--- src/hw/cpf_pkg.sv ---
// Functional notes
// - Overvoltage: input off, battery on, flag, alert
// - Overvoltage drops power valid; hysteretic release
// - Rail short: input off 200us, on 5ms
// - After ten tries: input off 2s, battery powers
// - Persisting short sets status, flag, alert
// - Lockout end clears status, restarts tries
// - Battery path opens below depletion threshold
// - Battery-only switch follows depletion threshold
// - Depletion status, flag and unmasked alert
// - Battery lockout level gates power without input
// - Overcurrent opens switch, retries after 250ms
// - Repeated trips in 2s lock switch off
// - Supplement trip needs input toggle to recover
// - Phase timers start; expiry disables charging
// - Precharge timer is quarter of maximum
// - Timer expiry: one alert pulse, flag set
// - Programmable duration; changing it restarts running timer
// - Doubling bit doubles fast timer under loops
// - Fallback to precharge restarts both timers
// - Supplement pauses timer without reset
// - Watchdog default on, started and kicked by host
// - Watchdog expiry restores control registers
package cpf_pkg;
	localparam logic [3:0]  REG_CTRL      = 4'h0;
	localparam logic [3:0]  REG_MASK      = 4'h4;
	localparam logic [3:0]  REG_STATUS    = 4'h8;
	localparam logic [3:0]  REG_FLAG      = 4'hC;
	localparam int          CTRL_OVP_SEL  = 0;
	localparam int          CTRL_DEPL_LSB = 1;
	localparam int          CTRL_SAFE_LSB = 3;
	localparam int          CTRL_DOUBLE   = 5;
	localparam int          CTRL_WD_LSB   = 6;
	localparam logic [7:0]  CTRL_RESET    = 8'h48;
	localparam logic [3:0]  MASK_RESET    = 4'h0;
	localparam int          CLK_MHZ       = 100;
	localparam int          ALERT_US      = 128;
	localparam int          SH_OFF_US     = 200;
	localparam int          SH_ON_MS      = 5;
	localparam int          SH_LOCK_MS    = 2000;
	localparam int          HICCUP_MS     = 250;
	localparam int          OC_WIN_MS     = 2000;
	localparam int          ALERT_CYC     = ALERT_US * CLK_MHZ;
	localparam int          SH_OFF_CYC    = SH_OFF_US * CLK_MHZ;
	localparam int          SH_ON_CYC     = SH_ON_MS * 1000 * CLK_MHZ;
	localparam int          SH_LOCK_CYC   = SH_LOCK_MS * 1000 * CLK_MHZ;
	localparam int          HICCUP_CYC    = HICCUP_MS * 1000 * CLK_MHZ;
	localparam int          OC_WIN_CYC    = OC_WIN_MS * 1000 * CLK_MHZ;
	localparam int          SH_TRIES      = 10;
	localparam int          OC_TRIPS      = 4;
	localparam int          TICK_CYC      = 100000000;
	localparam int          SAFE_BASE     = 10800;
	localparam int          WD_BASE       = 20;
	typedef enum logic [1:0] {
		CPF_SH_IDLE = 2'b00,
		CPF_SH_OFF  = 2'b01,
		CPF_SH_ON   = 2'b10,
		CPF_SH_LOCK = 2'b11
	} cpf_short_t;
	typedef enum logic [1:0] {
		CPF_PH_IDLE = 2'b00,
		CPF_PH_PRE  = 2'b01,
		CPF_PH_CC   = 2'b10,
		CPF_PH_CV   = 2'b11
	} cpf_phase_t;
endpackage

--- src/hw/cpf_fault_logic.sv ---
// Design decisions made here: the Avalon-MM slave port and the placing of the registers.
`timescale 1ns/10ps
module cpf_fault_logic
	import cpf_pkg::*;
#(
	parameter logic [31:0] ALERT_LEN  = ALERT_CYC,
	parameter logic [31:0] SH_OFF_LEN = SH_OFF_CYC,
	parameter logic [31:0] SH_ON_LEN  = SH_ON_CYC,
	parameter logic [31:0] SH_LCK_LEN = SH_LOCK_CYC,
	parameter logic [31:0] HICCUP_LEN = HICCUP_CYC,
	parameter logic [31:0] OC_WIN_LEN = OC_WIN_CYC,
	parameter logic [31:0] TICK_LEN   = TICK_CYC,
	parameter logic [31:0] SAFE_UNITS = SAFE_BASE,
	parameter logic [31:0] WD_UNITS   = WD_BASE
) (
	input  wire logic        core_clk,
	input  wire logic        reset,
	input  wire logic [3:0]  address,
	input  wire logic        read,
	input  wire logic        write,
	input  wire logic [3:0]  byteenable,
	input  wire logic [31:0] writedata,
	output logic [31:0]      readdata,
	output logic             waitrequest,
	input  wire logic        vin_above_ovp,
	input  wire logic        vin_below_ovp_release,
	input  wire logic        vin_above_uvlo,
	input  wire logic        vin_above_bat_hyst,
	input  wire logic        sys_below_short,
	input  wire logic        sys_above_release,
	input  wire logic        bat_above_depletion,
	input  wire logic        bat_above_lockout,
	input  wire logic        bat_overcurrent,
	input  wire logic        supplement_active,
	input  wire logic [1:0]  charge_phase,
	input  wire logic        other_loop_active,
	output logic             input_overvoltage_level_select,
	output logic [1:0]       battery_depletion_threshold,
	output logic             input_switch_on,
	output logic             battery_switch,
	output logic             input_power_valid,
	output logic             device_power_on,
	output logic             charge_disable,
	output logic             alert_n
);
	logic [7:0]  ctrl;
	logic [3:0]  mask;
	logic [3:0]  flags;
	cpf_short_t  sh_state;
	logic [31:0] sh_cnt;
	logic [3:0]  sh_tries;
	logic        ovp_live;
	logic        depl_q;
	logic        ocp_wait;
	logic        ocp_lock;
	logic [31:0] oc_cnt;
	logic [2:0]  oc_trips;
	logic        win_on;
	logic [31:0] win_cnt;
	logic        pg_q;
	logic [31:0] al_cnt;
	cpf_phase_t  ph_q;
	logic [31:0] st_cnt;
	logic [31:0] st_tick;
	logic        half;
	logic        wd_started;
	logic [31:0] wd_cnt;

	logic        bus_done;
	logic        ctrl_wr;
	logic        pg;
	logic        ovp_evt;
	logic        short_live;
	logic        sh_on_end;
	logic        short_evt;
	logic        depl_live;
	logic        depl_evt;
	logic        oc_trip;
	logic        fast;
	logic        slow;
	logic        st_restart;
	logic        st_step;
	logic [31:0] st_limit;
	logic        tmo_evt;
	logic        alert_req;
	logic [31:0] wd_period;
	logic        wd_fire;
	logic [3:0]  flag_set;
	logic [3:0]  flag_clr;

	assign bus_done   = (read | write) & ~waitrequest;
	assign ctrl_wr    = bus_done & write & byteenable[0] & (address == REG_CTRL);
	assign pg         = vin_above_uvlo & vin_above_bat_hyst & ~ovp_live;
	assign ovp_evt    = vin_above_ovp & ~ovp_live;
	assign short_live = (sh_state == CPF_SH_LOCK);
	assign sh_on_end  = (sh_state == CPF_SH_ON) & (sh_cnt == SH_ON_LEN - 32'h1);
	assign short_evt  = sh_on_end & ~sys_above_release & (sh_tries == 4'(SH_TRIES - 1));
	assign depl_live  = ~bat_above_depletion;
	assign depl_evt   = depl_live & ~depl_q;
	assign oc_trip    = bat_overcurrent & battery_switch;
	assign fast       = (charge_phase == CPF_PH_CC) | (charge_phase == CPF_PH_CV);
	assign slow       = ctrl[CTRL_DOUBLE] & fast & other_loop_active;
	assign st_limit   = fast ? (SAFE_UNITS << ctrl[CTRL_SAFE_LSB +: 2])
	                         : (SAFE_UNITS << ctrl[CTRL_SAFE_LSB +: 2]) >> 2;
	assign st_step    = ~supplement_active & ~charge_disable & (st_tick == TICK_LEN - 32'h1)
	                    & (~slow | half) & ~st_restart & (charge_phase != CPF_PH_IDLE);
	assign tmo_evt    = st_step & (st_cnt == st_limit - 32'h1);
	assign wd_period  = WD_UNITS << ctrl[CTRL_WD_LSB +: 2];
	assign wd_fire    = wd_started & (ctrl[CTRL_WD_LSB +: 2] != 2'h0) & ~bus_done
	                    & (wd_cnt == wd_period - 32'h1);
	assign flag_set   = {tmo_evt, depl_evt, short_evt, ovp_evt};
	assign flag_clr   = (bus_done & read & (address == REG_FLAG)) ? 4'hF : 4'h0;
	assign alert_req  = |(flag_set & ~mask);

	// Phase change restarts unless moving between the two fast phases
	always_comb begin
		st_restart = (cpf_phase_t'(charge_phase) != ph_q) & ~(fast & ((ph_q == CPF_PH_CC)
		             | (ph_q == CPF_PH_CV)));
		if (ctrl_wr && (writedata[CTRL_SAFE_LSB +: 2] != ctrl[CTRL_SAFE_LSB +: 2])
		    && charge_phase != CPF_PH_IDLE) begin
			st_restart = 1'b1;
		end
	end

	// Slave answers one cycle after a request is seen
	always_ff @(posedge core_clk or posedge reset) begin
		if (reset) begin
			waitrequest <= 1'b1;
			readdata    <= 32'h0;
		end else begin
			waitrequest <= ~((read | write) & waitrequest);
			if (read && waitrequest) begin
				unique case (address)
					REG_CTRL:   readdata <= {24'h0, ctrl};
					REG_MASK:   readdata <= {28'h0, mask};
					REG_STATUS: readdata <= {26'h0, charge_disable, ocp_lock, depl_live,
					                         short_live, pg, ovp_live};
					REG_FLAG:   readdata <= {28'h0, flags};
					default:    readdata <= 32'h0;
				endcase
			end
		end
	end

	always_ff @(posedge core_clk or posedge reset) begin
		if (reset) begin
			ctrl <= CTRL_RESET;
			mask <= MASK_RESET;
		end else if (wd_fire) begin
			ctrl <= CTRL_RESET;
			mask <= MASK_RESET;
		end else if (bus_done && write && byteenable[0]) begin
			if (address == REG_CTRL)
				ctrl <= writedata[7:0];
			if (address == REG_MASK)
				mask <= writedata[3:0];
		end
	end

	always_ff @(posedge core_clk or posedge reset) begin
		if (reset)
			flags <= 4'h0;
		else
			flags <= flag_set | (flags & ~flag_clr);
	end

	always_ff @(posedge core_clk or posedge reset) begin
		if (reset) begin
			wd_started <= 1'b0;
			wd_cnt     <= 32'h0;
		end else if (bus_done) begin
			wd_started <= 1'b1;
			wd_cnt     <= 32'h0;
		end else if (wd_fire) begin
			wd_started <= 1'b0;
			wd_cnt     <= 32'h0;
		end else if (wd_started && ctrl[CTRL_WD_LSB +: 2] != 2'h0) begin
			wd_cnt <= wd_cnt + 32'h1;
		end
	end

	always_ff @(posedge core_clk or posedge reset) begin
		if (reset)
			ovp_live <= 1'b0;
		else if (vin_above_ovp)
			ovp_live <= 1'b1;
		else if (vin_below_ovp_release)
			ovp_live <= 1'b0;
	end

	always_ff @(posedge core_clk or posedge reset) begin
		if (reset) begin
			sh_state <= CPF_SH_IDLE;
			sh_cnt   <= 32'h0;
			sh_tries <= 4'h0;
		end else if (!pg) begin
			sh_state <= CPF_SH_IDLE;
			sh_cnt   <= 32'h0;
			sh_tries <= 4'h0;
		end else begin
			unique case (sh_state)
				CPF_SH_IDLE: begin
					sh_cnt   <= 32'h0;
					sh_tries <= 4'h0;
					if (sys_below_short)
						sh_state <= CPF_SH_OFF;
				end
				CPF_SH_OFF: begin
					sh_cnt <= sh_cnt + 32'h1;
					if (sh_cnt == SH_OFF_LEN - 32'h1) begin
						sh_state <= CPF_SH_ON;
						sh_cnt   <= 32'h0;
					end
				end
				CPF_SH_ON: begin
					sh_cnt <= sh_cnt + 32'h1;
					if (sys_above_release) begin
						sh_state <= CPF_SH_IDLE;
					end else if (short_evt) begin
						sh_state <= CPF_SH_LOCK;
						sh_cnt   <= 32'h0;
						sh_tries <= 4'h0;
					end else if (sh_on_end) begin
						sh_state <= CPF_SH_OFF;
						sh_cnt   <= 32'h0;
						sh_tries <= sh_tries + 4'h1;
					end
				end
				CPF_SH_LOCK: begin
					sh_cnt <= sh_cnt + 32'h1;
					if (sh_cnt == SH_LCK_LEN - 32'h1) begin
						sh_state <= CPF_SH_ON;
						sh_cnt   <= 32'h0;
					end
				end
			endcase
		end
	end

	always_ff @(posedge core_clk or posedge reset) begin
		if (reset) begin
			ocp_wait <= 1'b0;
			ocp_lock <= 1'b0;
			oc_cnt   <= 32'h0;
			oc_trips <= 3'h0;
			win_on   <= 1'b0;
			win_cnt  <= 32'h0;
		end else begin
			if (ocp_wait) begin
				oc_cnt <= oc_cnt + 32'h1;
				if (oc_cnt == HICCUP_LEN - 32'h1)
					ocp_wait <= 1'b0;
			end
			if (win_on) begin
				win_cnt <= win_cnt + 32'h1;
				if (win_cnt == OC_WIN_LEN - 32'h1) begin
					win_on   <= 1'b0;
					oc_trips <= 3'h0;
				end
			end
			if (ocp_lock && pg && !pg_q) begin
				ocp_lock <= 1'b0;
				oc_trips <= 3'h0;
			end
			if (oc_trip) begin
				ocp_wait <= 1'b1;
				oc_cnt   <= 32'h0;
				oc_trips <= oc_trips + 3'h1;
				if ((supplement_active && pg) || oc_trips == 3'(OC_TRIPS - 1))
					ocp_lock <= 1'b1;
				if (!win_on) begin
					win_on  <= 1'b1;
					win_cnt <= 32'h0;
				end
			end
		end
	end

	always_ff @(posedge core_clk or posedge reset) begin
		if (reset) begin
			ph_q           <= CPF_PH_IDLE;
			st_cnt         <= 32'h0;
			st_tick        <= 32'h0;
			half           <= 1'b0;
			charge_disable <= 1'b0;
		end else begin
			ph_q <= cpf_phase_t'(charge_phase);
			if (charge_phase == CPF_PH_IDLE)
				charge_disable <= 1'b0;
			if (st_restart || charge_phase == CPF_PH_IDLE) begin
				st_cnt  <= 32'h0;
				st_tick <= 32'h0;
				half    <= 1'b0;
			end else if (!supplement_active && !charge_disable) begin
				st_tick <= st_tick + 32'h1;
				if (st_tick == TICK_LEN - 32'h1) begin
					st_tick <= 32'h0;
					half    <= ~half;
				end
				if (st_step)
					st_cnt <= st_cnt + 32'h1;
				if (tmo_evt)
					charge_disable <= 1'b1;
			end
		end
	end

	// A new alert event restarts the low pulse
	always_ff @(posedge core_clk or posedge reset) begin
		if (reset) begin
			al_cnt  <= 32'h0;
			alert_n <= 1'b1;
		end else begin
			if (alert_req)
				al_cnt <= ALERT_LEN;
			else if (al_cnt != 32'h0)
				al_cnt <= al_cnt - 32'h1;
			alert_n <= ~(alert_req | (al_cnt > 32'h1));
		end
	end

	always_ff @(posedge core_clk or posedge reset) begin
		if (reset) begin
			pg_q                           <= 1'b0;
			depl_q                         <= 1'b0;
			input_power_valid              <= 1'b0;
			input_switch_on                <= 1'b0;
			battery_switch                 <= 1'b0;
			device_power_on                <= 1'b0;
			input_overvoltage_level_select <= 1'b0;
			battery_depletion_threshold    <= 2'h0;
		end else begin
			pg_q                           <= pg;
			depl_q                         <= depl_live;
			input_power_valid              <= pg;
			input_switch_on                <= pg & (sh_state != CPF_SH_OFF)
			                                  & (sh_state != CPF_SH_LOCK);
			battery_switch                 <= (vin_above_uvlo | bat_above_lockout)
			                                  & bat_above_depletion & ~ocp_wait
			                                  & ~ocp_lock;
			device_power_on                <= vin_above_uvlo | bat_above_lockout;
			input_overvoltage_level_select <= ctrl[CTRL_OVP_SEL];
			battery_depletion_threshold    <= ctrl[CTRL_DEPL_LSB +: 2];
		end
	end
endmodule // cpf_fault_logic

--- config.mk ---
export PLATFORM = sky130hd
export DESIGN_NAME = cpf_fault_logic
export DESIGN_NICKNAME = d
export VERILOG_FILES = /design/src/hw/cpf_pkg.sv /design/src/hw/cpf_fault_logic.sv
export SDC_FILE = /design/constraint.sdc
export NUM_CORES = 1
export LEC_CHECK = 0
export ABC_AREA = 0
export BUFFER_PORTS_ARGS = -buffer_cell sky130_fd_sc_hd__buf_2
export CAP_MARGIN = 25
export CORE_MARGIN = 4
export CORE_UTILIZATION = 44
export DETAILED_ROUTE_END_ITERATION = 6
export PLACE_DENSITY = 0.72
export SYNTH_ARGS = -nofsm -noshare
export SYNTH_HDL_FRONTEND = slang
export SYNTH_SLANG_ARGS = --single-unit
--- constraint.sdc ---
create_clock -name core_clk -period 10.11 [get_ports core_clk]
set_input_delay 1.011 -clock core_clk [delete_from_list [all_inputs] [get_ports core_clk]]
set_output_delay 1.011 -clock core_clk [all_outputs]
set_load 0.03 [all_outputs]
After elaboration in Yosys (flattened, before gate mapping)

Cells that the tools add are included.

Register bits: 300
Bits of input ports: 57
Output and inout port bits: 42
Word-level logic and storage cells: 249

Add/subtract/negate cells: 11
$lt $le $gt $ge: 1
Equality and inequality tests: 31
Shifts and indexed selects: 2
Multiplexer cells: 71
Bitwise logic cells: 60
Reduce and logical (&&, ||, !) cells: 42

Operators by type and width:

| cell                                                                  | count |
|---|---|
| 32-bit 2-to-1 mux                                                     | 23 |
| 32-bit by 1-bit adder with 32-bit output, second input constant       | 6 |
| 32-bit case mux with 4 select lines                                   | 1 |
| 32-bit by 1-bit subtractor with 32-bit output, second input constant  | 3 |
| 32-bit by 28-bit == test with 1-bit output, second input constant     | 2 |
| 32-bit == test                                                        | 2 |
| 1-bit bitwise AND                                                     | 33 |
| 32-bit by 15-bit == test with 1-bit output, second input constant     | 1 |
| 32-bit by 19-bit == test with 1-bit output, second input constant     | 1 |
| 32-bit by 25-bit == test with 1-bit output, second input constant     | 1 |
| 32-bit by 27-bit == test with 1-bit output, second input constant     | 1 |
| 32-bit by 1-bit > comparator with 1-bit output, second input constant | 1 |
| 4-bit 2-to-1 mux                                                      | 8 |
| 8-bit case mux with 4 select lines                                    | 1 |
| 32-bit nonzero test                                                   | 1 |
| 14-bit by 2-bit left shift with 32-bit output, first input constant   | 1 |
| 5-bit by 2-bit left shift with 32-bit output, first input constant    | 1 |
| 8-bit 2-to-1 mux                                                      | 3 |
| 2-bit nonzero test                                                    | 12 |
| 1-bit 2-to-1 mux                                                      | 22 |
| 1-bit NOT                                                             | 16 |
| 2-bit 2-to-1 mux                                                      | 7 |
| 2-bit == test, second input constant                                  | 6 |
| 4-bit == test, second input constant                                  | 3 |
| other kinds (30)                                                      | 62 |

Logic depth before layout (Yosys ltp)

Gate-level depths: netlist of the first run.

Word-level depth: 16
Gate-level depth with buffers: 14

Worst setup path after synthesis of the first run

Ideal clock, no wire load.

Path kind: input to register
Start point: input charge_phase[1]
End point: register al_cnt[10]
Arrival: 3531 ps
Data required time: 9987 ps
Setup slack: 6456 ps
Stages: 12
Buffers on the path: 4
Cells stage by stage: buf_2 > clkbuf_1 > or2_2 > ha_1 > nor3b_1 > nand4_1 > a221oi_1 > nand4_1 > nor4_2 > buf_2 > buf_2 > nor3_1

Cells in the longest elaborated chain, start to end: 13
Elaborated cells on any way between the ends: 26

RTL lines:

| what                                                                                                  | RTL line               | source |
|---|---|---|
| start: declaration                                                                                    | cpf_fault_logic.sv:35  | `input wire logic [1:0] charge_phase,` |
| parallel branches: the longest is 9 deep, another holds 32-bit by 1-bit subtractor with 32-bit output | -                      |  |
| 1-bit bitwise AND (*)                                                                                 | cpf_fault_logic.sv:107 | `assign tmo_evt = st_step & (st_cnt == st_limit - 32'h1);` |
| 4-bit bitwise AND (*)                                                                                 | cpf_fault_logic.sv:113 | `assign alert_req = \|(flag_set & ~mask);` |
| 4-bit OR reduction (*)                                                                                | cpf_fault_logic.sv:113 |  |
| 32-bit 2-to-1 mux / 2-bit nonzero test (equally long branches)                                        | -                      |  |
| end signal: assignment                                                                                | cpf_fault_logic.sv:317 | `al_cnt <= al_cnt - 32'h1;` |
| end: declaration                                                                                      | cpf_fault_logic.sv:61  | `logic [31:0] al_cnt;` |

Every way passes the cells marked *.
A chain may end at the register's enable or synchronous reset.

Worst setup path after layout of the first run

Start point: register ctrl[3]
End point: register al_cnt[12]

Cells in the longest elaborated chain, start to end: 11
Elaborated cells on any way between the ends: 16

RTL lines:

| what                                                                                                  | RTL line               | source |
|---|---|---|
| start: declaration                                                                                    | cpf_fault_logic.sv:46  | `logic [7:0] ctrl;` |
| start signal: assignment                                                                              | cpf_fault_logic.sv:154 | `ctrl <= writedata[7:0];` |
| parallel branches: the longest is 7 deep, another holds 32-bit by 1-bit subtractor with 32-bit output | -                      |  |
| 1-bit bitwise AND (*)                                                                                 | cpf_fault_logic.sv:107 |  |
| 4-bit bitwise AND (*)                                                                                 | cpf_fault_logic.sv:113 |  |
| 4-bit OR reduction (*)                                                                                | cpf_fault_logic.sv:113 |  |
| 32-bit 2-to-1 mux / 2-bit nonzero test (equally long branches)                                        | -                      |  |

Marked as above.

==> metrics.md, run 1 <==
| Metric | Value |
|---|---|
| Worst Hold Launch | ctrl[2] |
| Skew-Pair Late Insertion Delay | 0.56 ns |
| Die area | 36,970 µm² |
| Pwr/cell area | 158.1 nW/µm² |
| Via Count | 11,720 |
| MaxCap Viol Count | 0 |
| RSZ-0062 raised after global routing | false |
| Highest Clock Rate | 0.2651 GHz |
| GRT Total Usage | 0.1795 |
| DRC Markers | 0 |
| Crit-path max FO | 32 |
| Fin. Hold Viols | 0 |
| Setup_tns | 0 ns |
| Core Region | 33,530 µm² |
| Post-CTS Setup Bufs | 0 |
| Critical Path Source Type | flip-flop |
| Slew @ Worst Pin | 0.9911 ns |
| Reg-to-reg slack, setup | 6.34 ns |
| Vias in the first global route | 11,300 |
| Status | complete, no violations |
| Fillers | 3,121 |
| Final period util | 0.3731 |
| Arrival time worst endpoint | 4.19 ns |
| Drt wl/cell | 15.92 µm |
| Yosys reg bits | 276 |
| Final wirelength | 33,320 µm |
| Crit Path Class | reg2reg |
| R2R Path Start | ctrl[3] |
| Cell Area, Placed | 15,480 µm² |
| Die Wd | 192.3 µm |
| Clock Skews | 0.01645 ns |
| Rel. slew slack | 0.3332 |
| IO Pins | 99 |
| Hold WS | 0.4184 ns |
| Hold Crit Class | reg2reg |
| Register clock-pin slew on the reported worst setup and hold paths | 0.06 ns |
| DRT antenna net count | 0 |
| Initial antenna violation count | 6 |
| # resized after CTS | 0 |
| Number of max-slew violations in the final report | 0 |
| Max VDD drop | 146.6 µV |
| CTS Hold Bufs | 0 |
| Area growth, synth to finish | 10.64% |
| CTS Buffer Depth | 3 |
| Design area | 16,530 µm² |
| Clock root cell | clkbuf_16 |
| Layout cells sized above 1 | 0.08587 |
| Vias per inst | 5.598 |
| RR Endpoint | al_cnt[12] |
| CTS tree | built |
| Clock sink total | 276 |
| Worst hold stages | 0 |
| Number of synthesized flops with an enable pin | 0 |
| Placed insts | 2,034 |
| Prevailing post-synth register cell | dfrtp_1 |
| Drt pass-1 iters | 7 |
| Synth warnings | 0 |
| Most common cell after layout, fill and taps aside | dfrtp_1 |
| Post-route minimum period | 3.772 ns |
| # rows | 67 |
| Die height | 192.3 µm |
| IO buf count | 47 |
| Async SR Flop Fraction | 1.000 |
| Register area share after synthesis | 0.4626 |
| Leak | 6.936 nW |
| Synth cell types | 75 |
| Commonest non-fill, non-tap cells in the layout | dfrtp_1, nor2_1, nand2_1 |
| Worst setup EP type | flip-flop |
| Max H-tree Level | 1 |
| Gr ovfl total | 0 |
| WP data required | 10.53 ns |
| Iter 0 DRT Violations | 752 |
| Final HPWL DP | 22,900 µm |
| Placer Congestion | 0.8464 |
| Largest net degree at the start of global routing | 135 |
| Initial core utilization | 0.4455 |
| Worst reg2reg path depth | 11 |
| Layout Cells excl Fill | 2,093 |
| Syn Std Cell Area | 14,940 µm² |
| Cells after Synth | 1,586 |
| Worst Hold End | battery_depletion_threshold[1] |
| Num CTS Buffers | 30 |
| # setup viols final | 0 |
| Layout Nets | 1,705 |
| First-pass GRT wire length | 55,920 µm |
| Mean Syn Cell Area | 9.420 µm² |
==> kinds of logic (layout without fill, tap and decap cells) <==
family | count (synthesis) | in the layout | synth area share
other cells | 1 | 27 | 0.0002510
buf+inv | 115 | 148 | 0.03861
compound gates | 144 | 144 | 0.06005
simple gates | 794 | 794 | 0.2750
xor+xnor | 196 | 196 | 0.1149
mux | 32 | 32 | 0.02504
flops | 276 | 276 | 0.4626
fa+ha+maj | 28 | 28 | 0.02345
==> power by group <==
group	total, mW	internal, mW	switching (mW)	leakage [nW]
clock network	1.09	0.646	0.441	0.488
registers	1.22	1.16	0.0644	3.66
logic	0.305	0.116	0.190	2.79
==> worst max path at each step <==
| stage | startpoint | endpoint | slack (ns) | cells after the start |
|---|---|---|---|---|
| 2_1_floorplan | reset | al_cnt[0] | 1.50 | 1 |
| 3_3_place_gp | address[3] | st_tick[8] | 5.88 | 6 |
| 3_5_place_dp | charge_phase[1] | al_cnt[12] | 6.07 | 10 |
| 4_1_cts | ctrl[3] | al_cnt[12] | 6.40 | 11 |
| 5_1_grt | ctrl[3] | al_cnt[12] | 6.08 | 11 |
| 6_report | ctrl[3] | al_cnt[12] | 6.34 | 11 |
==> Yosys cell counts, drive strengths merged, types with 4 or more instances <==
master	number	share of area
a22o	5	0.0029
and4	24	0.014
xor2	108	0.063
or3	29	0.012
nor2	220	0.055
a21oi	37	0.012
o41ai	4	0.0023
ha	28	0.023
nand4	65	0.027
dfstp	4	0.0070
nand3	89	0.030
mux2i	25	0.017
a211oi	7	0.0039
o211ai	4	0.0020
nor3b	4	0.0020
nand4b	4	0.0023
or2	11	0.0046
o31ai	7	0.0035
inv	36	0.0090
clkbuf	33	0.0084
nand2	127	0.032
and3	29	0.012
dfrtp	272	0.46
mux4	4	0.0060
nor3	72	0.024
o21ai	55	0.019
nor4b	13	0.0076
xnor2	88	0.052
nor4	45	0.020
and4b	5	0.0034
or4	19	0.0099
buf	46	0.021
and2	6	0.0025
nor2b	9	0.0038
nand2b	12	0.0050
==> routing by layer <==
metal	routed length, µm	up-vias	GRT usage
li1	-	5629	-
met1	14930	5773	0.2457
met2	15920	250	0.2940
met3	1729	57	0.03347
met4	683	8	0.05074
met5	55	-	0
==> worst max-delay path: stages (launching register included) <==
cell and delay, ns:
dfstp_2 0.71, inv_1 0.15, ha_1 0.34, nand2b_1 0.12, ha_1 0.20, nor3b_1 0.46
and4b_1 0.34, a211oi_1 0.07, o21ai_0 0.39, nor4_4 0.10, buf_4 0.26, or3_2 0.47
==> area by class of cell <==
| type | count | area [µm²] | share of cell area |
|---|---|---|---|
| timing repair buffer | 58 | 377.9 | 0.02286 |
| clock inverter | 9 | 106.4 | 0.006434 |
| sequential | 276 | 6912 | 0.4181 |
| inverter | 36 | 142.6 | 0.008629 |
| antenna | 3 | 7.507 | 0.0004542 |
| clock buffer | 45 | 877.1 | 0.05306 |
| multi-input combinational | 1218 | 7546 | 0.4565 |
| tap | 448 | 560.5 | 0.03391 |
==> sequential cells by signal (all words and copies together), names as in the netlist, 2 cells and up <==
name / count
al_cnt: 32
oc_cnt: 32
sh_cnt: 32
st_cnt: 32
st_tick: 32
wd_cnt: 32
win_cnt: 32
ctrl: 8
readdata: 8
flags: 4
mask: 4
sh_tries: 4
oc_trips: 3
battery_depletion_threshold: 2
ph_q: 2
sh_state: 2
==> stage by stage <==
stage,util,power [mW],setup slack (ns)
global route,0.4929,2.736,6.082
finish,0.4929,2.613,6.338
global placement,0.4609,1.524,5.877
detailed placement,0.4618,1.538,6.074
floorplan,-,1.466,1.497
CTS,0.4911,2.635,6.399
No activity file was read; power rests on OpenSTA's default activity.
==> inputs of run 2 (changes only) <==
--- a/config.mk
+++ b/config.mk
@@ -11,7 +11,7 @@
 export CORE_MARGIN = 4
 export CORE_UTILIZATION = 44
 export DETAILED_ROUTE_END_ITERATION = 6
-export PLACE_DENSITY = 0.72
+export PLACE_DENSITY = 0.74
 export SYNTH_ARGS = -nofsm -noshare
 export SYNTH_HDL_FRONTEND = slang
 export SYNTH_SLANG_ARGS = --single-unit
==> constraint.sdc (replaced) <==
create_clock -name core_clk -period 3.3 [get_ports core_clk]
set_input_delay 0.33 -clock core_clk [delete_from_list [all_inputs] [get_ports core_clk]]
set_output_delay 0.33 -clock core_clk [all_outputs]
set_load 0.03 [all_outputs]
==> metrics.md, run 2 (synthesis results as in run 1) <==
| Metric | Value |
|---|---|
| Fin. Hold Viols | 0 (unchanged) |
| Cell Area, Placed | 15,700 µm² (was 15,480 µm²) |
| Crit Path Class | reg2reg (unchanged) |
| CTS tree | built (unchanged) |
| MaxCap Viol Count | 0 (unchanged) |
| Core Region | 33,530 µm² (unchanged) |
| Pwr/cell area | 502.8 nW/µm² (was 158.1 nW/µm²) |
| Crit path launch | ctrl[3] (unchanged) |
| Drt pass-1 iters | 7 (unchanged) |
| Fillers | 3,016 (was 3,121) |
| Setup_tns | 0 ns (unchanged) |
| CTS Hold Bufs | 7 (was 0) |
| Most common cell after layout, fill and taps aside | dfrtp_1 (unchanged) |
| Placer Congestion | 0.8963 (was 0.8464) |
| Die Wd | 192.3 µm (unchanged) |
| Final wirelength | 33,850 µm (was 33,320 µm) |
| M1 WL | 15,340 µm (was 14,930 µm) |
| Final HPWL DP | 23,690 µm (was 22,900 µm) |
| Placed insts | 2,059 (was 2,034) |
| Slowest cell on the critical path | dfstp_2 (unchanged) |
| Number of max-slew violations in the final report | 0 (unchanged) |
| # resized after CTS | 0 (unchanged) |
| CP top delay family | simple AND/OR/NAND/NOR gates (unchanged) |
| Initial core utilization | 0.4455 (unchanged) |
| Layout Nets | 1,735 (was 1,705) |
| Num CTS Buffers | 30 (unchanged) |
| CP Cell Sequence | inv_1 > ha_1 > nand2b_1 > ha_1 > nor3b_2 > and4b_1 > a211oi_1 > o21ai_0 > nor4_4 > buf_12 > or3_2 (was inv_1 > ha_1 > nand2b_1 > ha_1 > nor3b_1 > and4b_1 > a211oi_1 > o21ai_0 > nor4_4 > buf_4 > or3_2) |
| Final period util | 0.9381 (was 0.3731) |
| WL met3 | 1533 µm (was 1729 µm) |
| Status | complete, no violations (unchanged) |
| Rel. slew slack | 0.4378 (was 0.3332) |
| CTS Buffer Depth | 3 (unchanged) |
| # setup viols final | 0 (unchanged) |
| Die area | 36,970 µm² (unchanged) |
| # rows | 67 (unchanged) |
| Worst setup EP type | flip-flop (unchanged) |
| Worst reg2reg path depth | 11 (unchanged) |
| Vias per inst | 5.577 (was 5.598) |
| Commonest non-fill, non-tap cells in the layout | dfrtp_1, nor2_1, nand2_1 (unchanged) |
| Die height | 192.3 µm (unchanged) |
| DRT antenna net count | 0 (unchanged) |
| RR Endpoint | al_cnt[9] (was al_cnt[12]) |
| Highest Clock Rate | 0.3230 GHz (was 0.2651 GHz) |
| Max VDD drop | 494.3 µV (was 146.6 µV) |
| Design area | 16,920 µm² (was 16,530 µm²) |
| Gr ovfl total | 0 (unchanged) |
| Critical Path Source Type | flip-flop (unchanged) |
| R2R Path Start | ctrl[3] (unchanged) |
| CP most frequent cell | ha_1 (unchanged) |
| Post-CTS Setup Bufs | 0 (unchanged) |
| Iter 0 DRT Violations | 851 (was 752) |
| Arrival time worst endpoint | 3.51 ns (was 4.19 ns) |
| IO buf count | 47 (unchanged) |
| Initial antenna violation count | 2 (was 6) |
| WP data required | 3.72 ns (was 10.53 ns) |
| GRT Total Usage | 0.1822 (was 0.1795) |
| Hold Crit Class | in2reg (was reg2reg) |
| Clock Skews | 0.01535 ns (was 0.01645 ns) |
| IO Pins | 99 (unchanged) |
| Critical Path Sink | al_cnt[9] (was al_cnt[12]) |
| Metal2 WL | 16,020 µm (was 15,920 µm) |
| Largest stage delay, worst path | 0.54 ns (was 0.71 ns) |
| Drt wl/cell | 15.95 µm (was 15.92 µm) |
| Leak | 7.154 nW (was 6.936 nW) |
| Clock root cell | clkbuf_16 (unchanged) |
| First-pass GRT wire length | 56,910 µm (was 55,920 µm) |
| Layout Cells excl Fill | 2,123 (was 2,093) |
| Vias in the first global route | 11,500 (was 11,300) |
| Crit-path max FO | 32 (unchanged) |
| Slew @ Worst Pin | 0.8357 ns (was 0.9911 ns) |
| Via Count | 11,840 (was 11,720) |
| Reg-to-reg slack, setup | 0.20 ns (was 6.34 ns) |
| Register clock-pin slew on the reported worst setup and hold paths | 0.06 ns (about the same) |
| Area growth, synth to finish | 13.28% (was 10.64%) |
| Levels on crit path | 11 (unchanged) |
| Skew-Pair Late Insertion Delay | 0.55 ns (was 0.56 ns) |
| DRC Markers | 0 (unchanged) |
| Total power | 8.510 mW (was 2.613 mW) |
| Clock sink total | 276 (unchanged) |
| RSZ-0062 raised after global routing | false (unchanged) |
| Highest routed layer | met5 (unchanged) |
| Largest net degree at the start of global routing | 91 (was 135) |
| Max H-tree Level | 1 (unchanged) |
| Worst Path Buf+Inv | 2 (unchanged) |
| Layout cells sized above 1 | 0.1039 (was 0.08587) |
| Post-route minimum period | 3.096 ns (was 3.772 ns) |
-- run 2: cell count changes in the layout (fill, tap and decap cells not counted), moves of 2 or more --
cell           before  now
buf_12              0    4
buf_16              3    0
buf_4               8   30
bufinv_16           2    7
clkbuf_1            8    1
clkinv_2            6    8
diode_2             3    1
dlygate4sd3_1       0    7
-- run 2: power breakdown --
group          switching, mW  total (mW)  internal [mW]
registers              0.179        3.72           3.54
clock network           1.38        3.81           2.43
logic                  0.608       0.982          0.374
-- run 2: cell type report --
cell class / count / area [µm²] / share of cell area
Sequential cell: 276 / 6912 / 0.4084
Antenna cell: 1 / 2.502 / 0.0001479
Inverter: 36 / 138.9 / 0.008206
Clock buffer: 40 / 889.6 / 0.05257
Clock inverter: 16 / 259.0 / 0.01530
Multi-Input combinational cell: 1218 / 7551 / 0.4462
Tap cell: 448 / 560.5 / 0.03312
Timing Repair Buffer: 88 / 610.6 / 0.03608
-- run 2: tightest hold or removal path, stage by stage --
cell	delay, ns
buf_2	0.11
nand2_1	0.05
a21oi_1	0.05
-- run 2: metrics by stage --
step | util | hold WS (ns) | setup slack (ns)
finish | 0.5047 | 0.03233 | 0.2043
global route | 0.5047 | 0.03012 | 0.03755
CTS | 0.5046 | 0.009237 | 0.2571
detailed placement | 0.4683 | 0.4300 | 0.2639
global placement | 0.4683 | 0.4419 | 0.3442
floorplan | - | 0.3614 | -0.6781
-- run 2: how the worst min path moves through the flow --
stage | endpoint | startpoint | cells after the start | slack (ns)
floorplan | ph_q[0] | charge_phase[0] | 0 | 0.36
global placement | flags[2] | depl_q | 1 | 0.44
detailed placement | input_overvoltage_level_select | ctrl[0] | 0 | 0.43
CTS | ctrl[4] | writedata[4] | 3 | 0.009
global route | ctrl[4] | writedata[4] | 3 | 0.03
finish | ctrl[4] | writedata[4] | 3 | 0.03
-- run 2: layer usage --
metal,global-route usage,vias to the layer above
met5,0,-
met4,0.05211,2
met3,0.02551,58
met2,0.3014,264
met1,0.2519,5827
li1,-,5689
